<file path="config.mk">
export PLATFORM = sky130hd
export DESIGN_NAME = ruc_ctrl
export DESIGN_NICKNAME = d
export VERILOG_FILES = /design/src/ruc_ctrl.v /design/src/ruc_seg_mem.v
export VERILOG_INCLUDE_DIRS = /design/src
export SDC_FILE = /design/constraint.sdc
export NUM_CORES = 1
export LEC_CHECK = 0
export BUFFER_PORTS_ARGS = -buffer_cell sky130_fd_sc_hd__buf_2
export CAP_MARGIN = 10
export CORE_ASPECT_RATIO = 0.9
export CORE_MARGIN = 2
export CORE_UTILIZATION = 60
export DETAILED_ROUTE_END_ITERATION = 7
export GPL_TIMING_DRIVEN = 0
export PLACE_DENSITY = 0.8
export SKIP_CTS_REPAIR_TIMING = 1
export SLEW_MARGIN = 25
export SYNTH_ARGS = -nofsm -noshare
export SYNTH_HDL_FRONTEND = slang
export SYNTH_SLANG_ARGS = --single-unit
</file>
<file path="constraint.sdc">
create_clock -name ref_clk_in -period 3.4 [get_ports ref_clk_in]
set_input_delay 0.34 -clock ref_clk_in [delete_from_list [all_inputs] [get_ports ref_clk_in]]
set_output_delay 0.34 -clock ref_clk_in [all_outputs]
set_load 0.05 [all_outputs]
</file>
<file path="src/ruc_consts.vh">
// register offsets, field positions, opcodes, list depth and reset values for the update/nvm controller
`ifndef RUC_CONSTS_VH
`define RUC_CONSTS_VH
`define RUC_ADDR_UPDATE 12'h232
`define RUC_ADDR_SEG_FIRST 12'ha00
`define RUC_ADDR_SEG_LAST 12'ha16
`define RUC_ADDR_BUSY 12'hb00
`define RUC_ADDR_ERROR 12'hb01
`define RUC_ADDR_RELOAD_WE 12'hb02
`define RUC_ADDR_STORE 12'hb03
`define RUC_ADDR_STATUS_ROUTE 12'h01d
`define RUC_BIT_UPDATE 0
`define RUC_BIT_BUSY 0
`define RUC_BIT_ERROR 0
`define RUC_BIT_WRITE_EN 0
`define RUC_BIT_RELOAD 1
`define RUC_BIT_STORE 0
`define RUC_BIT_STATUS_ROUTE 7
`define RUC_SEG_DEPTH 23
`define RUC_OP_UPDATE 8'h80
`define RUC_OP_END 8'hff
`define RUC_RESET_BYTE 8'h00
`define RUC_STATUS_ROUTE_RESET 8'h00
`endif

</file>
<file path="src/ruc_ctrl.v">
// register update and nvm transfer controller
// Operation
// update bit copies buffer into active registers
// update bit clears itself after copy
// segment list of start addresses and counts
// segment opcodes: update command, end marker
// default list moves all, then updates; the default list here moves only the one byte at 0x0ff
// busy bit reads 1 while transferring
// busy drives status pin when routed
// error flag set on bad transfer data
// soft reload from nvm when select low
// nvm writes blocked unless write enable set
// store bit starts buffer-to-nvm copy, self-clears
// host waits for busy low before commands
`timescale 1ns/1ps
`default_nettype none
`include "ruc_consts.vh"
module ruc_ctrl #(
    parameter AW = 12,
    parameter NVM_AW = 10
) (
    input wire ref_clk_in,
    input wire rst_n_in,
    input wire reg_wr_in,
    input wire reg_rd_in,
    input wire [AW-1:0] reg_addr_in,
    input wire [7:0] reg_wdata_in,
    output reg [7:0] reg_rdata_out,
    input wire nvm_select_n_in,
    output wire update_active_out,
    output wire soft_reset_out,
    output reg [AW-1:0] buf_addr_out,
    output wire buf_wr_out,
    output reg [7:0] buf_wdata_out,
    input wire [7:0] buf_rdata_in,
    output reg [NVM_AW-1:0] nvm_addr_out,
    output wire nvm_wr_out,
    output wire nvm_rd_out,
    output reg [7:0] nvm_wdata_out,
    input wire [7:0] nvm_rdata_in,
    input wire nvm_data_bad_in,
    output wire status_pin_out
);
    localparam S_IDLE = 3'd0;
    localparam S_FETCH = 3'd1;
    localparam S_HDR0 = 3'd2;
    localparam S_HDR1 = 3'd3;
    localparam S_HDR2 = 3'd4;
    localparam S_MOVE = 3'd5;
    localparam S_RESET = 3'd6;

    reg [2:0] state;
    reg [2:0] next_state;
    reg busy;
    reg data_error;
    reg write_en;
    reg dir_store;
    reg reload_pending;
    reg [7:0] status_route;
    reg [4:0] seg_ptr;
    reg [7:0] seg_count;
    reg [7:0] hdr_byte;
    reg upd_pulse;
    reg move_phase;

    wire [7:0] seg_rdata;
    wire seg_wr;
    wire [4:0] seg_waddr;
    wire in_seg;
    wire [4:0] seg_rd_addr;
    wire hdr_walk;

    // decode of an address against a single register
    function hit;
        input [AW-1:0] a;
        input [AW-1:0] target;
        begin
            hit = (a == target);
        end
    endfunction

    assign in_seg = (reg_addr_in >= `RUC_ADDR_SEG_FIRST) && (reg_addr_in <= `RUC_ADDR_SEG_LAST);
    assign seg_waddr = reg_addr_in[4:0] - 5'h00;
    // list is frozen while the controller walks it
    assign seg_wr = reg_wr_in && in_seg && !busy;

    // read address runs one byte ahead while the header is parsed:
    // the list memory answers a clock late, so without the look-ahead
    // each header byte would be seen one state after it is needed
    // and the address fields would be taken from the wrong bytes
    assign hdr_walk = (state == S_HDR0) || (state == S_HDR1) || (state == S_HDR2);
    assign seg_rd_addr = hdr_walk ? (seg_ptr + 5'h01) : seg_ptr;

    // list storage; the walker owns the read port, the host the write port
    ruc_seg_mem #(.DEPTH(`RUC_SEG_DEPTH), .AW(5)) u_seg (
        .ref_clk_in(ref_clk_in),
        .wr_en_in(seg_wr),
        .wr_addr_in(seg_waddr),
        .wr_data_in(reg_wdata_in),
        .rd_addr_in(seg_rd_addr),
        .rd_data_out(seg_rdata)
    );

    wire wr_update = reg_wr_in && hit(reg_addr_in, `RUC_ADDR_UPDATE)
        && reg_wdata_in[`RUC_BIT_UPDATE];
    wire wr_store = reg_wr_in && hit(reg_addr_in, `RUC_ADDR_STORE)
        && reg_wdata_in[`RUC_BIT_STORE];
    wire wr_reload = reg_wr_in && hit(reg_addr_in, `RUC_ADDR_RELOAD_WE)
        && reg_wdata_in[`RUC_BIT_RELOAD] && !nvm_select_n_in;

    // update pulse lasts one clock, so the command bit clears itself
    assign update_active_out = upd_pulse;
    assign soft_reset_out = (state == S_RESET);
    assign status_pin_out = status_route[`RUC_BIT_STATUS_ROUTE] ? busy : 1'b0;
    // store direction writes nvm only while write enable is set
    assign nvm_wr_out = (state == S_MOVE) && dir_store && move_phase && write_en;
    assign nvm_rd_out = (state == S_MOVE) && !dir_store && !move_phase;
    assign buf_wr_out = (state == S_MOVE) && !dir_store && move_phase;

    // host-facing control registers
    always @(posedge ref_clk_in or negedge rst_n_in) begin
        if (!rst_n_in) begin
            write_en <= 1'b0;
            status_route <= `RUC_STATUS_ROUTE_RESET;
        end else if (reg_wr_in) begin
            if (hit(reg_addr_in, `RUC_ADDR_RELOAD_WE)) begin
                write_en <= reg_wdata_in[`RUC_BIT_WRITE_EN];
            end
            if (hit(reg_addr_in, `RUC_ADDR_STATUS_ROUTE)) begin
                status_route <= reg_wdata_in;
            end
        end
    end

    // next state of the segment walker
    always @* begin
        next_state = state;
        case (state)
            S_IDLE: begin
                if (wr_store || wr_reload) begin
                    next_state = S_FETCH;
                end
            end
            S_FETCH: next_state = S_HDR0;
            S_HDR0: begin
                // opcodes are recognised in the first byte of an entry
                if (seg_rdata == `RUC_OP_END) begin
                    next_state = reload_pending ? S_RESET : S_IDLE;
                end else if (seg_rdata == `RUC_OP_UPDATE) begin
                    next_state = S_FETCH;
                end else begin
                    next_state = S_HDR1;
                end
            end
            S_HDR1: next_state = S_HDR2;
            S_HDR2: next_state = S_MOVE;
            S_MOVE: begin
                if (move_phase && seg_count == 8'h00) begin
                    next_state = S_FETCH;
                end
            end
            S_RESET: next_state = S_IDLE;
            default: next_state = S_IDLE;
        endcase
    end

    // segment walker: entry = count byte, address high, address low
    // a segment moves count+1 bytes, two clocks per byte:
    // phase 0 captures both read sides, phase 1 strobes the write
    // and steps the addresses, so a write lands on the old address
    // nvm address is not reloaded per segment: the nvm image is packed
    // error flag is sticky within one transfer, cleared at the next start
    always @(posedge ref_clk_in or negedge rst_n_in) begin
        if (!rst_n_in) begin
            state <= S_IDLE;
            busy <= 1'b0;
            data_error <= 1'b0;
            dir_store <= 1'b0;
            reload_pending <= 1'b0;
            seg_ptr <= 5'h00;
            seg_count <= 8'h00;
            hdr_byte <= 8'h00;
            upd_pulse <= 1'b0;
            move_phase <= 1'b0;
            buf_addr_out <= {AW{1'b0}};
            buf_wdata_out <= 8'h00;
            nvm_addr_out <= {NVM_AW{1'b0}};
            nvm_wdata_out <= 8'h00;
        end else begin
            state <= next_state;
            upd_pulse <= wr_update;
            case (state)
                S_IDLE: begin
                    if (wr_store || wr_reload) begin
                        busy <= 1'b1;
                        data_error <= 1'b0;
                        dir_store <= wr_store;
                        reload_pending <= wr_reload && !wr_store;
                        seg_ptr <= 5'h00;
                        nvm_addr_out <= {NVM_AW{1'b0}};
                    end
                end
                S_HDR0: begin
                    hdr_byte <= seg_rdata;
                    seg_ptr <= seg_ptr + 5'h01;
                    if (seg_rdata == `RUC_OP_UPDATE) begin
                        upd_pulse <= 1'b1;
                    end
                    if (seg_rdata == `RUC_OP_END && !reload_pending) begin
                        busy <= 1'b0;
                    end
                end
                S_HDR1: begin
                    seg_count <= hdr_byte;
                    buf_addr_out[AW-1:8] <= seg_rdata[AW-9:0];
                    seg_ptr <= seg_ptr + 5'h01;
                end
                S_HDR2: begin
                    buf_addr_out[7:0] <= seg_rdata;
                    seg_ptr <= seg_ptr + 5'h01;
                    move_phase <= 1'b0;
                end
                S_MOVE: begin
                    move_phase <= !move_phase;
                    if (!move_phase) begin
                        buf_wdata_out <= nvm_rdata_in;
                        nvm_wdata_out <= buf_rdata_in;
                    end else begin
                        // sticky until the next transfer starts
                        if (nvm_data_bad_in) begin
                            data_error <= 1'b1;
                        end
                        seg_count <= seg_count - 8'h01;
                        buf_addr_out <= buf_addr_out + {{(AW-1){1'b0}}, 1'b1};
                        nvm_addr_out <= nvm_addr_out + {{(NVM_AW-1){1'b0}}, 1'b1};
                    end
                end
                S_RESET: begin
                    busy <= 1'b0;
                    reload_pending <= 1'b0;
                end
                default: begin
                end
            endcase
        end
    end

    // register read mux; update and reload bits read back as zero, the store bit reads 1 while a store runs
    always @(posedge ref_clk_in or negedge rst_n_in) begin
        if (!rst_n_in) begin
            reg_rdata_out <= `RUC_RESET_BYTE;
        end else if (reg_rd_in) begin
            if (hit(reg_addr_in, `RUC_ADDR_BUSY)) begin
                reg_rdata_out <= {7'h00, busy};
            end else if (hit(reg_addr_in, `RUC_ADDR_ERROR)) begin
                reg_rdata_out <= {7'h00, data_error};
            end else if (hit(reg_addr_in, `RUC_ADDR_RELOAD_WE)) begin
                reg_rdata_out <= {7'h00, write_en};
            end else if (hit(reg_addr_in, `RUC_ADDR_STORE)) begin
                reg_rdata_out <= {7'h00, busy && dir_store};
            end else if (hit(reg_addr_in, `RUC_ADDR_STATUS_ROUTE)) begin
                reg_rdata_out <= status_route;
            end else if (in_seg) begin
                reg_rdata_out <= 8'h00;
            end else begin
                reg_rdata_out <= 8'h00;
            end
        end
    end
endmodule // ruc_ctrl
`default_nettype wire

</file>
<file path="src/ruc_seg_mem.v">
// segment list memory with registered read data
`timescale 1ns/1ps
`default_nettype none
module ruc_seg_mem #(
    parameter DEPTH = 23,
    parameter AW = 5
) (
    input wire ref_clk_in,
    input wire wr_en_in,
    input wire [AW-1:0] wr_addr_in,
    input wire [7:0] wr_data_in,
    input wire [AW-1:0] rd_addr_in,
    output reg [7:0] rd_data_out
);
    reg [7:0] mem [0:DEPTH-1];
    integer i;

    // default list: one single-byte segment at address 0x0ff, then update op, then end
    initial begin
        for (i = 0; i < DEPTH; i = i + 1) begin
            mem[i] = 8'hff;
        end
        mem[0] = 8'h00;
        mem[1] = 8'h00;
        mem[2] = 8'hff;
        mem[3] = 8'h80;
        mem[4] = 8'hff;
    end

    // synchronous write and registered read
    always @(posedge ref_clk_in) begin
        if (wr_en_in) begin
            mem[wr_addr_in] <= wr_data_in;
        end
        rd_data_out <= mem[rd_addr_in];
    end
endmodule // ruc_seg_mem
`default_nettype wire

</file>
==> tab_implementation.tex <==
\begin{tabular}{lr}
\hline
Metric & Value \\
\hline
\multicolumn{2}{l}{\textbf{Global routing}} \\
\quad Global routing usage on met2 & between 40 and 50\% \\
\quad First-pass GRT wire length & around 44000 um \\
\quad Global-route track usage on met3 & 4.593\% \\
\quad Number of antenna violations at the first check in global routing & 0 \\
\quad Global Route Usage Sum & 27.09\% \\
\quad Leftover overflow at the end of global routing & 0 \\
\quad Met1 track demand over resource in global routing & 39.91\% \\
\quad Busiest metal layer after global routing & met2 \\
\quad Via count of the first global-routing pass & 7673 \\
\quad Largest net degree at the start of global routing & 72 \\
\multicolumn{2}{l}{\textbf{Yosys}} \\
\quad Synthesized netlist net count & approximately 950 \\
\quad Average instance area after synthesis & 13.19 um\^{}2 \\
\quad Commonest register cell after synthesis & edfxtp\_1 \\
\quad Cell area after synthesis & 11900 um\^{}2 \\
\quad Number of instances in the synthesized netlist & 902 \\
\quad Post-synthesis async set-or-reset flop share & 30.69\% \\
\quad Unique masters post-synth & 68 \\
\quad Fraction of the yosys area taken by sequential cells & between 60\% and 70\% \\
\quad Number of enable-type register cells in the synthesized netlist & 184 \\
\quad Warnings from Yosys & 0 \\
\quad Total of flip-flops plus latches after synthesis & 277 \\
\multicolumn{2}{l}{\textbf{Finish}} \\
\quad Final Util & $\sim$70\% \\
\quad Footprint of the multi-input gates & 3771 um\^{}2 \\
\quad Most common cell after layout, fill and taps aside & edfxtp\_1 \\
\quad Final non-filler cell total & 1290 \\
\quad N\_diodes & 0 \\
\quad Cell area after layout & 13540 um\^{}2 \\
\quad Area Overhead vs Synth & 13.80\% \\
\quad Fillers & $\sim$1300 \\
\quad Combined flip-flop and latch cell area & just under 8000 um\^{}2 \\
\quad Most frequent cells in the layout & edfxtp\_1, buf\_2, dfrtp\_1 \\
\quad Net count of the finished layout & 1067 \\
\quad Share of post-route cells with drive strength above 1 & between 20 and 25\% \\
\multicolumn{2}{l}{\textbf{Floorplan}} \\
\quad Horizontal extent of the die & roughly 150 um \\
\quad Std cell rows & 48 \\
\quad Starting density of the core & between 60\% and 70\% \\
\quad Die footprint & between 20000 and 25000 um\^{}2 \\
\quad Die Y & 137.6 um \\
\quad Number of placed I/O pins & 94 \\
\quad Core Box Area & approximately 19000 um\^{}2 \\
\multicolumn{2}{l}{\textbf{Setup path}} \\
\quad Crit path arrival time & 3.68 ns \\
\quad Crit path launch & state[1] \\
\quad Element type at the critical path end & flip-flop \\
\quad Critical path type & flip-flop to flip-flop \\
\quad Biggest fanout along the worst timing path & 10 \\
\quad Worst R2R Start & state[1] \\
\quad Worst EP required & 3.77 ns \\
\quad Crit path launch type & flip-flop \\
\multicolumn{2}{l}{\textbf{CTS}} \\
\quad Deepest clock path buffer count & 3 \\
\quad CTS Sinks & roughly 280 \\
\quad Clock-pin slew of the registers on the worst-case setup and hold paths & around 0.06 ns \\
\quad TritonCTS clock tree & yes \\
\quad Maximum level of the CTS H-tree & 1 \\
\quad TritonCTS buffer count & 27 \\
\quad Root cell of the clock tree & clkbuf\_16 \\
\quad Insertion delay of the later-clocked pin in the worst-skew pair & roughly 0.54 ns \\
\multicolumn{2}{l}{\textbf{Drt}} \\
\quad Aggregate routed wire length & 28870 um \\
\quad Detailed router's first-iteration violation count & around 960 \\
\quad Final routed wire length divided by cell count & between 20 and 25 um \\
\quad Vias post-DR & 8236 \\
\quad Pre-Repair DR Iteration Count & 6 \\
\quad Number of nets with antenna violations after detailed routing & 0 \\
\quad Remaining routing DRC violations & 0 \\
\quad Post-detailed-route via-to-cell ratio & 6.384 \\
\multicolumn{2}{l}{\textbf{Placement}} \\
\quad Cell count after placement & 1240 \\
\quad Port Buffers & 87 \\
\quad Routability Congestion & 0.9081 \\
\quad Post-DP HPWL & 18990 um \\
\quad Placed standard-cell area & 12680 um\^{}2 \\
\multicolumn{2}{l}{\textbf{STA}} \\
\quad Min Tclk post-route & 3.313 ns \\
\quad Unrepaired setup endpoints after global routing & false \\
\quad Maximum clock frequency & a little over 300 MHz \\
\quad Worst relative slew slack & 35.03\% \\
\quad Number of max-slew violations in the final report & 0 \\
\quad Final period util & 97.43\% \\
\quad Hold Vio Cnt, Final & 0 \\
\quad Maximum clock skew at final layout & between 0.01 and 0.015 ns \\
\quad Worst-Margin Slew & 0.9676 ns \\
\quad Number of setup violations in the final report & 0 \\
\multicolumn{2}{l}{\textbf{Job}} \\
\quad Max-cap viol count & 0 \\
\multicolumn{2}{l}{\textbf{Pwr}} \\
\quad Power, Total & 12.57 mW \\
\quad Worst voltage drop across the vdd grid & 623.9 uV \\
\quad Power per cell area & 928.5 nW/um\^{}2 \\
\quad Static leakage & 5.047 nW \\
\multicolumn{2}{l}{\textbf{Worst hold path}} \\
\quad Min-Delay Path Class & primary input to flip-flop \\
\quad Worst Min Path Start & buf\_rdata\_in[2] \\
\multicolumn{2}{l}{\textbf{Status}} \\
\quad Outcome & complete, no violations \\
\hline
\end{tabular}
## metal layers
layer,share of wire (%),vias to the layer above
met3,8.7,80
met5,0,-
met1,42,4028
li1,-,3687
met2,46,441
met4,3.0,0
## power by group
| group | switching [mW] | total (mW) | internal (mW) |
|---|---|---|---|
| Combinational | 3.50 | 5.37 | 1.87 |
| Clock | 1.24 | 2.86 | 1.62 |
| Sequential | 0.345 | 4.35 | 4.00 |
| Total | 5.08 | 12.6 | 7.49 |
## cell usage after synthesis (5+ instances only)
cell type	instances	area (um^2)
dfrtp_1	85	2127
clkbuf_1	32	120.1
o21ai_0	41	205.2
nand3_1	26	130.1
mux4_2	16	360.4
o22ai_1	23	143.9
nand3b_1	7	52.55
a31oi_1	12	75.07
nand2b_1	9	56.30
nor3_1	24	120.1
mux2i_1	12	120.1
a2111oi_0	7	61.31
ha_1	5	62.56
buf_2	12	60.06
a221oi_1	8	70.07
and3_1	32	200.2
mux2_2	36	405.4
a211oi_1	34	255.2
a21oi_1	45	225.2
a211o_1	8	70.07
nand2_1	50	187.7
dfxtp_1	8	160.2
nor2_1	68	255.2
nand4_1	7	43.79
edfxtp_1	184	5525
nor2b_1	13	81.33
inv_1	25	93.84
## state kept, by name, summed over array words and instances, names as in the netlist, 5 cells and up
register / cells
buf_addr_out: 12
buf_wdata_out: 8
hdr_byte: 8
nvm_addr_out: 10
nvm_wdata_out: 8
reg_rdata_out: 8
seg_count: 8
seg_ptr: 5
status_route: 8
u_seg.mem: 184
u_seg.rd_data_out: 8
## cells by family after synthesis
group | after synthesis | synth area share [%]
and+or+nand+nor | 264 | 11.44
xor gates and xnor gates | 6 | 0.4417
DFF | 277 | 65.66
muxes | 70 | 8.077
adders and majority gates | 5 | 0.5258
AOI/OAI and AO/OA | 203 | 11.09
buffers and inverters | 77 | 2.755
## final cells by class
class,count,share of cell area [%]
plain buffers,52,1.774
clock buffers,35,5.212
clock inverters,14,0.9149
inverters,25,0.6931
multi-input cells,548,27.85
flip-flops and latches,277,57.70
well taps,250,2.310
repair buffers,89,3.539
## worst max-delay path: stages, from the launching register on
cell and delay (ns):
dfrtp_1 0.40, buf_4 0.19, nor3b_4 0.28, nor2_2 0.10
inv_1 0.19, ha_1 0.15, buf_2 0.23, clkbuf_4 0.25
inv_1 0.07, and3_1 0.18, clkbuf_1 0.22, a2111oi_0 0.71
a211oi_1 0.17
## path summary, 6_finish.rpt
| check | depth (start not counted) | slack (ns) | to |
|---|---|---|---|
| worst min register to register | 1 | 0.49 | nvm_addr_out[9] |
| min in group asynchronous | 2 | 0.20 | seg_count[1] |
| worst min-delay path | 2 | 0.03 | nvm_wdata_out[2] |
| worst max-delay path | 12 | 0.09 | u_seg.rd_data_out[4] |
| max in group asynchronous | 3 | 2.61 | seg_ptr[4] |
| worst max register to register | 12 | 0.09 | u_seg.rd_data_out[4] |
## metrics by stage
step / setup WS, ns / setup TNS [ns] / hold slack [ns]
floorplan: 0.6243 / 0 / 0.04441
global placement: -0.3073 / -0.9938 / 0.4615
detailed placement: -0.3652 / -1.494 / 0.1786
CTS: -0.3417 / -1.640 / -0.3781
global route: 0.02665 / 0 / 0.02629
finish: 0.08722 / 0 / 0.02726
Power figures use the tool's default switching activity.
